$ cat src/common/dapw_pkg.sv
// constants and types for the display audio pin widget register bank
package dapw_pkg;

	// ***********************************************
	// register offsets in memory-mapped space
	// ***********************************************
	localparam int unsigned DAPW_ADDR_W = 20;
	localparam logic [19:0] DAPW_OFS_ENTRY_A = 20'h650a8;
	localparam logic [19:0] DAPW_OFS_ENTRY_B = 20'h651a8;
	localparam logic [19:0] DAPW_OFS_ENTRY_C = 20'h652a8;
	localparam logic [19:0] DAPW_OFS_SELECT = 20'h650ac;
	localparam logic [19:0] DAPW_OFS_STATUS = 20'h650c0;

	// ***********************************************
	// status register fields, transcoder a
	// ***********************************************
	localparam int unsigned DAPW_BIT_DESC_VALID_A = 0;
	localparam int unsigned DAPW_BIT_PROT_READY_A = 1;
	localparam int unsigned DAPW_BIT_ROUTE_ON_A = 2;
	localparam int unsigned DAPW_BIT_IDLE_A = 3;
	localparam logic DAPW_RST_DESC_VALID = 1'b0;
	localparam logic DAPW_RST_PROT_READY = 1'b0;
	localparam logic DAPW_RST_ROUTE_ON = 1'b0;
	localparam logic DAPW_RST_IDLE = 1'b0;

	// ***********************************************
	// connection list and select contents
	// ***********************************************
	localparam int unsigned DAPW_NUM_XCDR = 3;
	localparam logic [15:0] DAPW_ENTRY_RSVD = 16'h0000;
	localparam logic [7:0] DAPW_CONN_ENTRY_NODE = 8'h03;
	localparam logic DAPW_LONG_FORM = 1'b0;
	localparam logic [6:0] DAPW_LIST_LEN = 7'h01;
	localparam logic [7:0] DAPW_SEL_RSVD = 8'h00;
	localparam logic [7:0] DAPW_SEL_DEFAULT = 8'h0f;
	localparam logic [7:0] DAPW_WIDGET_PIPE_A = 8'h00;
	localparam logic [7:0] DAPW_WIDGET_PIPE_B = 8'h01;
	localparam logic [7:0] DAPW_WIDGET_PIPE_C = 8'h02;
	localparam logic [7:0] DAPW_CONN_INDEX_DEFAULT = 8'h00;

	// ***********************************************
	// widget query kinds
	// ***********************************************
	typedef enum logic {
		DAPW_Q_PIN,
		DAPW_Q_DEVICE
	} dapw_query_t;

endpackage

$ cat src/common/dapw_conn_if.sv
// connection list and select words passed between the bank's modules
`timescale 1ns/1ps
interface dapw_conn_if;
	import dapw_pkg::*;
	logic [31:0] entry_len [DAPW_NUM_XCDR];
	logic [31:0] sel_word;
	modport prov(output entry_len, output sel_word);
	modport cons(input entry_len, input sel_word);
endinterface // dapw_conn_if

$ cat src/core/dapw_conn_rom.sv
// fixed connection list entry, length and select words
`timescale 1ns/1ps
module dapw_conn_rom
	import dapw_pkg::*;
(
	dapw_conn_if.prov conn // fixed connection words
);

	// ***********************************************
	// one entry and length word per transcoder
	// ***********************************************
	genvar g;
	generate
		for (g = 0; g < DAPW_NUM_XCDR; g++) begin : g_entry
			assign conn.entry_len[g] = {DAPW_ENTRY_RSVD, DAPW_CONN_ENTRY_NODE,
				DAPW_LONG_FORM, DAPW_LIST_LEN}; // see see see see
		end
	endgenerate

	// pipe c, b, a select fields over a zero top byte
	assign conn.sel_word = {DAPW_SEL_RSVD, DAPW_SEL_DEFAULT, DAPW_SEL_DEFAULT,
		DAPW_SEL_DEFAULT}; // see

endmodule // dapw_conn_rom

$ cat src/core/dapw_query_reply.sv
// answers pin and device widget queries from the codec controller
`timescale 1ns/1ps
module dapw_query_reply
	import dapw_pkg::*;
(
	input wire logic clk_sys, // system clock
	input wire logic arst_n, // async reset, active low
	dapw_conn_if.cons conn, // fixed connection words
	input wire logic q_valid, // query strobe
	input wire dapw_query_t q_kind, // pin or device query
	input wire logic [1:0] q_xcdr, // transcoder 0..2
	input wire logic mst_active, // multi-stream mode active
	output logic r_valid, // reply strobe
	output logic r_hit, // reply carries data
	output logic [31:0] r_list, // entry and length word
	output logic [31:0] r_sel, // connection select word
	output logic [7:0] r_widget // pipe widget of the transcoder
);

	// pipe widget number for a transcoder
	function automatic logic [7:0] pipe_widget(input logic [1:0] x);
		unique case (x)
			2'h0: pipe_widget = DAPW_WIDGET_PIPE_A;
			2'h1: pipe_widget = DAPW_WIDGET_PIPE_B;
			default: pipe_widget = DAPW_WIDGET_PIPE_C;
		endcase
	endfunction

	logic valid_d, valid_q, hit_d, hit_q;
	logic [31:0] list_d, list_q, sel_d, sel_q;
	logic [7:0] widget_d, widget_q;
	logic take;

	// ***********************************************
	// reply one cycle after the query
	// ***********************************************
	always_comb begin
		// device queries are served only in multi-stream mode
		take = q_valid && (q_xcdr < 2'h3) && (q_kind == DAPW_Q_PIN || mst_active);
		valid_d = q_valid;
		hit_d = take;
		list_d = 32'h0000_0000;
		sel_d = 32'h0000_0000;
		widget_d = 8'h00;
		if (take) begin
			list_d = conn.entry_len[q_xcdr];
			sel_d = conn.sel_word;
			widget_d = pipe_widget(q_xcdr);
		end
	end

	always_ff @(posedge clk_sys or negedge arst_n) begin
		if (!arst_n) begin
			valid_q <= 1'b0;
			hit_q <= 1'b0;
			list_q <= 32'h0000_0000;
			sel_q <= 32'h0000_0000;
			widget_q <= 8'h00;
		end else begin
			valid_q <= valid_d;
			hit_q <= hit_d;
			list_q <= list_d;
			sel_q <= sel_d;
			widget_q <= widget_d;
		end
	end

	assign r_valid = valid_q;
	assign r_hit = hit_q;
	assign r_list = list_q;
	assign r_sel = sel_q;
	assign r_widget = widget_q;

endmodule // dapw_query_reply

$ cat src/core/dapw_regs.sv
// display audio pin widget register bank, transcoder a status and connection words
// Function
// audio samples join transcoder a video only with route on, not idle, data present
// route-on state of transcoder a is reported to audio side as output presence
// read-write protect-ready bit at bit 1; 0 pending or not ready, 1 ready
// read-write descriptor-valid bit at bit 0, resets invalid, set only by video software
// one read-only entry and length word per transcoder a, b, c at own addresses
// connection words answer pin queries, and device queries in multi-stream mode
// entry field bits 15:8 names converter widget node 0x03
// long form bit 7 is hardwired zero for short form items
// list length in bits 6:0 reads 0000001b
// select fields pipe c 23:16, b 15:8, a 7:0, each 0fh
// pipe widgets a 0x00, b 0x01, c 0x02; current index defaults 0x00
// unused upper bits of connection words are read-only zero
// software writes protect-ready back to 1 after servicing, about 1 ms later
// software sets descriptor-valid after descriptor data, clears on init or hotplug
// idle bit 1 means attached but not streaming, 0 means streaming
// writes to read-only connection words are ignored
`timescale 1ns/1ps
module dapw_regs
	import dapw_pkg::*;
(
	input wire logic clk_sys, // system clock, 250 MHz
	input wire logic arst_n, // async reset, active low
	input wire logic mmio_wr, // register write strobe
	input wire logic mmio_rd, // register read strobe
	input wire logic [19:0] mmio_addr, // register byte address
	input wire logic [31:0] mmio_wdata, // write data
	output logic [31:0] mmio_rdata, // read data, valid with mmio_rvalid
	output logic mmio_rvalid, // read answer strobe
	input wire logic aud_in_valid, // audio sample available
	input wire logic [31:0] aud_in_data, // audio sample
	output logic vid_aud_valid, // sample merged into transcoder a stream
	output logic [31:0] vid_aud_data, // merged sample
	input wire logic prot_req_a, // protection request from audio unit
	output logic present_a, // digital output present for audio driver
	output logic desc_valid_a, // descriptor valid status to audio side
	output logic prot_ready_a, // protection ready status to audio side
	output logic sink_idle_out_a, // sink attached but not streaming
	input wire logic q_valid, // widget query strobe
	input wire dapw_query_t q_kind, // pin or device query
	input wire logic [1:0] q_xcdr, // queried transcoder
	input wire logic mst_active, // multi-stream mode active
	output logic r_valid, // query reply strobe
	output logic r_hit, // reply carries data
	output logic [31:0] r_list, // entry and length word
	output logic [31:0] r_sel, // connection select word
	output logic [7:0] r_widget // pipe widget number
);

	// ***********************************************
	// fixed connection words and query answers
	// ***********************************************
	dapw_conn_if conn ();

	dapw_conn_rom u_rom (
		.conn(conn.prov)
	);

	dapw_query_reply u_reply (
		.clk_sys(clk_sys),
		.arst_n(arst_n),
		.conn(conn.cons),
		.q_valid(q_valid),
		.q_kind(q_kind),
		.q_xcdr(q_xcdr),
		.mst_active(mst_active),
		.r_valid(r_valid),
		.r_hit(r_hit),
		.r_list(r_list),
		.r_sel(r_sel),
		.r_widget(r_widget)
	);

	// ***********************************************
	// address decode
	// ***********************************************
	function automatic logic hit(input logic [19:0] a, input logic [19:0] ofs);
		hit = (a == ofs);
	endfunction

	logic wr_status;
	assign wr_status = mmio_wr && hit(mmio_addr, DAPW_OFS_STATUS);

	// ***********************************************
	// status register, transcoder a bits
	// ***********************************************
	logic desc_valid_d, desc_valid_q;
	logic prot_ready_d, prot_ready_q;
	logic route_on_d, route_on_q;
	logic idle_d, idle_q;

	always_comb begin
		desc_valid_d = desc_valid_q;
		prot_ready_d = prot_ready_q;
		route_on_d = route_on_q;
		idle_d = idle_q;
		if (wr_status) begin
			// only software writes reach the descriptor-valid bit
			desc_valid_d = mmio_wdata[DAPW_BIT_DESC_VALID_A]; // see
			prot_ready_d = mmio_wdata[DAPW_BIT_PROT_READY_A]; // see
			route_on_d = mmio_wdata[DAPW_BIT_ROUTE_ON_A];
			idle_d = mmio_wdata[DAPW_BIT_IDLE_A];
		end
		// a new request wins over a same-cycle software write of ready
		if (prot_req_a) begin
			prot_ready_d = 1'b0;
		end
	end

	always_ff @(posedge clk_sys or negedge arst_n) begin
		if (!arst_n) begin
			desc_valid_q <= DAPW_RST_DESC_VALID;
			prot_ready_q <= DAPW_RST_PROT_READY;
			route_on_q <= DAPW_RST_ROUTE_ON;
			idle_q <= DAPW_RST_IDLE;
		end else begin
			desc_valid_q <= desc_valid_d;
			prot_ready_q <= prot_ready_d;
			route_on_q <= route_on_d;
			idle_q <= idle_d;
		end
	end

	// ***********************************************
	// status toward the audio side
	// ***********************************************
	assign present_a = route_on_q;
	assign desc_valid_a = desc_valid_q;
	assign prot_ready_a = prot_ready_q;
	assign sink_idle_out_a = idle_q;

	// ***********************************************
	// audio merge into transcoder a stream
	// ***********************************************
	logic merge_ok;
	logic aud_valid_d, aud_valid_q;
	logic [31:0] aud_data_d, aud_data_q;

	// idle sink takes no samples even with routing on
	assign merge_ok = route_on_q && !idle_q && aud_in_valid; // see

	always_comb begin
		aud_valid_d = merge_ok;
		aud_data_d = aud_data_q;
		if (merge_ok) begin
			aud_data_d = aud_in_data;
		end
	end

	always_ff @(posedge clk_sys or negedge arst_n) begin
		if (!arst_n) begin
			aud_valid_q <= 1'b0;
			aud_data_q <= 32'h0000_0000;
		end else begin
			aud_valid_q <= aud_valid_d;
			aud_data_q <= aud_data_d;
		end
	end

	assign vid_aud_valid = aud_valid_q;
	assign vid_aud_data = aud_data_q;

	// ***********************************************
	// read path, answer one cycle after the strobe
	// ***********************************************
	logic [31:0] rd_mux;
	logic [31:0] rdata_d, rdata_q;
	logic rvalid_d, rvalid_q;

	always_comb begin
		rd_mux = 32'h0000_0000;
		// connection words have no write path, so writes leave them as they are
		if (hit(mmio_addr, DAPW_OFS_ENTRY_A)) begin
			rd_mux = conn.entry_len[0]; // see
		end else if (hit(mmio_addr, DAPW_OFS_ENTRY_B)) begin
			rd_mux = conn.entry_len[1]; // see
		end else if (hit(mmio_addr, DAPW_OFS_ENTRY_C)) begin
			rd_mux = conn.entry_len[2]; // see
		end else if (hit(mmio_addr, DAPW_OFS_SELECT)) begin
			rd_mux = conn.sel_word; // see
		end else if (hit(mmio_addr, DAPW_OFS_STATUS)) begin
			rd_mux[DAPW_BIT_DESC_VALID_A] = desc_valid_q;
			rd_mux[DAPW_BIT_PROT_READY_A] = prot_ready_q;
			rd_mux[DAPW_BIT_ROUTE_ON_A] = route_on_q;
			rd_mux[DAPW_BIT_IDLE_A] = idle_q;
		end
		rvalid_d = mmio_rd;
		rdata_d = rdata_q;
		if (mmio_rd) begin
			rdata_d = rd_mux;
		end
	end

	always_ff @(posedge clk_sys or negedge arst_n) begin
		if (!arst_n) begin
			rdata_q <= 32'h0000_0000;
			rvalid_q <= 1'b0;
		end else begin
			rdata_q <= rdata_d;
			rvalid_q <= rvalid_d;
		end
	end

	assign mmio_rdata = rdata_q;
	assign mmio_rvalid = rvalid_q;

endmodule // dapw_regs

$ cat config.mk
export PLATFORM = sky130hd
export DESIGN_NAME = dapw_regs
export DESIGN_NICKNAME = d
export VERILOG_FILES = /design/src/common/dapw_pkg.sv /design/src/common/dapw_conn_if.sv /design/src/core/dapw_conn_rom.sv /design/src/core/dapw_query_reply.sv /design/src/core/dapw_regs.sv
export SDC_FILE = /design/constraint.sdc
export NUM_CORES = 1
export LEC_CHECK = 0
export ABC_CLOCK_PERIOD_IN_PS = 3220
export BUFFER_PORTS_ARGS = -buffer_cell sky130_fd_sc_hd__buf_2
export CORE_ASPECT_RATIO = 0.9
export CORE_MARGIN = 10
export CORE_UTILIZATION = 30
export DETAILED_ROUTE_END_ITERATION = 8
export PLACE_DENSITY = 0.75
export SLEW_MARGIN = 10
export SYNTH_ARGS = -nofsm -noshare
export SYNTH_HDL_FRONTEND = slang
export SYNTH_SLANG_ARGS = --single-unit
$ cat constraint.sdc
create_clock -name clk_sys -period 3.22 [get_ports clk_sys]
set_input_delay 0.483 -clock clk_sys [delete_from_list [all_inputs] [get_ports clk_sys]]
set_output_delay 0.483 -clock clk_sys [all_outputs]
set_load 0.05 [all_outputs]
---- Word-level counts from Yosys, hierarchy flattened ----
Cells that the tools add are included.
word-level totals
  register bits after elaboration ......... 132
operators by class
  $lt $le $gt $ge ......................... 2
  equal/unequal tests ..................... 6
  multiplexer cells ....................... 15
  bitwise logic cells ..................... 2
  reductions and logical operators ........ 9
operators by type and width
  operator                number
  $eq A20 B19 Y1 const B  5
  $mux W32                3
  $mux W20                4
  $bmux W32 S2            1
  $mux W16                1
  $mux W4                 2
  $mux W8                 1
  $logic_and A1 B1 Y1     5
  $pmux W2 S2             1
  $ge A3 B3 Y1 const B    1
  $not A2 Y3              1
  $eq A2 B1 Y1 const B    1
  $logic_not A2 Y1        1
  $lt A2 B2 Y1 const B    1
  $mux W1                 2
  $reduce_bool A2 Y1      1
  $logic_not A1 Y1        1
  $logic_or A1 B1 Y1      1
  $not A1 Y1              1

---- Longest topological paths before layout ----
  depth after elaboration ................. 6
  mapped depth ............................ 5
  gate-level depth less buffers ........... 4

---- By module ----
Synthesis repeated with hierarchy kept, for this count alone.
unflattened totals
  cells, all modules ...................... 805
  area, all modules ....................... 8,194.1 um^2
by module, submodules not included
  module            times used  cells each  area an instance (um^2)
  dapw_regs         1           410         3,749.8
  dapw_query_reply  1           265         3,475.8
  dapw_conn_rom     1           130         968.4

---- Worst setup path before layout ----
No wires, ideal clock.
  path type ............................... in2reg
  start point ............................. in mmio_addr[1]
  end point ............................... reg desc_valid_q (netlist: desc_valid_a)
  arrival ................................. 1,504 ps
  data required time ...................... 3,095 ps
  path slack .............................. 1,591 ps
  stages on the path ...................... 5
  path buffers ............................ 1
  path through ............................ nor4b_4 > and4_1 > buf_6 > nand3_4 > mux2_4
on the way
  word-level cells in the longest chain between the ends .. 2
ends and longest elaborated chain
  item                  line              source
  from (decl)           dapw_regs.sv:27   input wire logic [19:0] mmio_addr,
  $eq A20 B19 Y1        dapw_regs.sv:79   hit = (a == ofs);
  $logic_and A1 B1 Y1   dapw_regs.sv:83   assign wr_status = mmio_wr && hit(mmio_addr, DAPW_OFS_STATUS);
  to (signal assigned)  dapw_regs.sv:118  desc_valid_q <= desc_valid_d;
  to (decl)             dapw_regs.sv:88   logic desc_valid_d, desc_valid_q;
Every way passes these cells.
A chain may end at the register's enable or synchronous reset.

---- Worst setup path in the final report ----
  start point ............................. in mmio_addr[1]
  end point ............................... reg idle_q (netlist: sink_idle_out_a)
on the way
  word-level cells in the longest chain between the ends .. 2
ends and longest elaborated chain
  item                  line              source
  $eq A20 B19 Y1        dapw_regs.sv:79
  $logic_and A1 B1 Y1   dapw_regs.sv:83
  to (signal assigned)  dapw_regs.sv:121  idle_q <= idle_d;
  to (decl)             dapw_regs.sv:91   logic idle_d, idle_q;
Every way passes these cells.

==> reports/qor.csv <==
metric;value;unit
status;complete, no violations;
flops & latches, synth;49;
cell taking the most area after synthesis;dfrtp_1;
CP endpoint kind;flop;
io pins;239;
largest net degree at the start of global routing;50;
Hold WC Path Type;in2reg;
Vias;2072;
vias in the first global route;2295;
clock transition at the registers of the reported paths;90;ps
Via density;3.93;
worst setup slack after layout;1530;ps
Skew-Pair Late Insertion Delay;290;ps
Crit Path Max Fanout;7;
Clock Skews;7.65;ps
Total Wirelength;7430;um
Die W;120;um
pre-CTS setup slack;1240;ps
Die ar.;13300;sq um
most frequent cells in the layout;buf_2, nand2_1, conb_1;
Worst-Margin Slew;1070;ps
area growth from synthesis to layout;16.6;%
fin crit period;1690;ps
antenna-violating nets left;0;
PortBufs;135;
cts hold-fix bufs;0;
Cell Rows;32;
main area contributors after synthesis;dfrtp_1, buf_4, nand2_1;
Starting Density;31.2;%
max_cap viols;0;
Num CTS Buffers;5;
initial antenna violation count;0;
Final Hold Slack;302;ps
final count of hold timing violations;0;
dpl hpwl;6130;um
setup bufs post-CTS;0;
post-synthesis cell count;292;
count of final setup violators;0;
root buf cell;clkbuf_8;
Yosys top cell area share;45.2;%
core area;8690;sq um
Detailed Routing Iterations Pass 1;4;
most common cell after layout, fill and taps aside;buf_2;
final-report max-slew violation count;0;
synth unique cells;31;
Max Clk Rate;0.592;GHz
post-synthesis sequential area ratio;45.2;%
GP Congestion;0.782;
Critical Path Start Type;input port;
Setup Crit Path Kind;in2reg;
worst IR drop on VDD;0.000144;V
DR WL/cell;14.1;um
CTS tree;built;
clock sinks;49;
share of cells above drive strength 1;38.0;%
Cell Area, Synth;2710;sq um
global-route wire length before repair;11200;um
Die H;110;um
syn avg cell area;9.29;sq um
antenna fix cells;0;
period utilisation layout;52.4;%
# fillers;928;
clk buf depth;2;
Post-CTS Resized;0;
worst relative slew slack;28.5;%
Syn. warnings;0;
power density cells;417;nW/um^2
H-tree depth;2;
DR iter-0 viols;32;
Setup TNS;0;ps
CP Data Required Time;3410;ps
Residual DRC;0;
Lkg Pwr;1.98;nW
total global-route track usage;10.1;%
data arrival time of the critical path;1870;ps
nets;502;
RSZ-0062 raised after global routing;no;
total grt overflow;0;
critical path, stage by stage:
cell,delay (ps)
buf_2,110
nor4b_4,340
and4_1,460
nand3_4,150
mux2_4,320
report_power, final:
group | switching, W | internal (W) | total (W)
combinational | 0.000298 | 0.0000460 | 0.000344
sequential | 0.00000356 | 0.000620 | 0.000623
clock | 0.000203 | 0.000150 | 0.000353
total | 0.000505 | 0.000816 | 0.00132
sequential cells by signal, indices dropped and copies added, names as in the netlist:
register,flops
u_reply.r_widget,2
present_a,1
u_reply.r_sel,1
mmio_rdata,6
mmio_rvalid,1
prot_ready_a,1
u_reply.r_valid,1
desc_valid_a,1
sink_idle_out_a,1
u_reply.r_list,1
vid_aud_data,32
vid_aud_valid,1
worst paths after layout:
kind                             startpoint                to  slack (ps)  depth (start not counted)
max                            mmio_addr[1]   sink_idle_out_a        1530                          5
min                                 q_valid   u_reply.r_valid         300                          1
max reg2reg                 sink_idle_out_a   vid_aud_data[8]        1590                          4
min reg2reg                vid_aud_data[26]  vid_aud_data[26]         470                          2
max in group asynchronous            arst_n     vid_aud_valid        2180                          1
min in group asynchronous            arst_n  vid_aud_data[24]         380                          1
cell usage after synthesis, drive strengths merged:
master,instances
a21oi,5
a31o,1
a31oi,1
a32oi,3
a41o,1
and2,1
and3,1
and4,1
and4bb,1
buf,97
clkbuf,5
conb,1
dfrtp,49
inv,4
mux2,3
nand2,98
nand3,1
nand3b,2
nand4,1
nand4bb,1
nor2,2
nor3,1
nor3b,2
nor4,1
nor4b,2
o2111ai,1
o21ai,2
o2bb2ai,4
layer usage:
| metal | global-route usage, % | part of all wire [%] |
|---|---|---|
| met5 | 0 | 0 |
| met4 | 2.32 | 0.75 |
| met3 | 5.90 | 13 |
| met2 | 18.6 | 52 |
| met1 | 9.58 | 34 |
cell families (layout without fill, tap and decap cells):
kind of cell,count (synthesis),after routing,synth area share [%]
buffers and inverters,106,148,28.1
multiplexers,3,3,1.66
flip-flops,49,49,45.2
AO/OA/AOI/OAI,18,18,4.84
AND/OR/NAND/NOR,115,115,20.1
other,1,75,0.138
cell type report:
cell class,instances,area (sq um),area share (%)
repair buffers,136,683,21.6
multi-input cells,211,1000,31.7
clock inverters,3,17.5,0.554
well taps,119,149,4.71
clock buffers,5,68.8,2.18
flip-flops and latches,49,1230,38.8
inverters,4,15.0,0.475
metrics by stage:
stage	utilization, %	cells	power, W	cell area (sq um)
after global placement	35.4	519	0.000973	3080
after detailed placement	35.4	519	0.000975	3080
after floorplan	-	366	0.000987	2990
after CTS	36.4	527	0.00134	3160
after global routing	36.4	527	0.00139	3160
final	36.4	527	0.00132	3160
No activity file was read; power rests on OpenSTA's default activity.
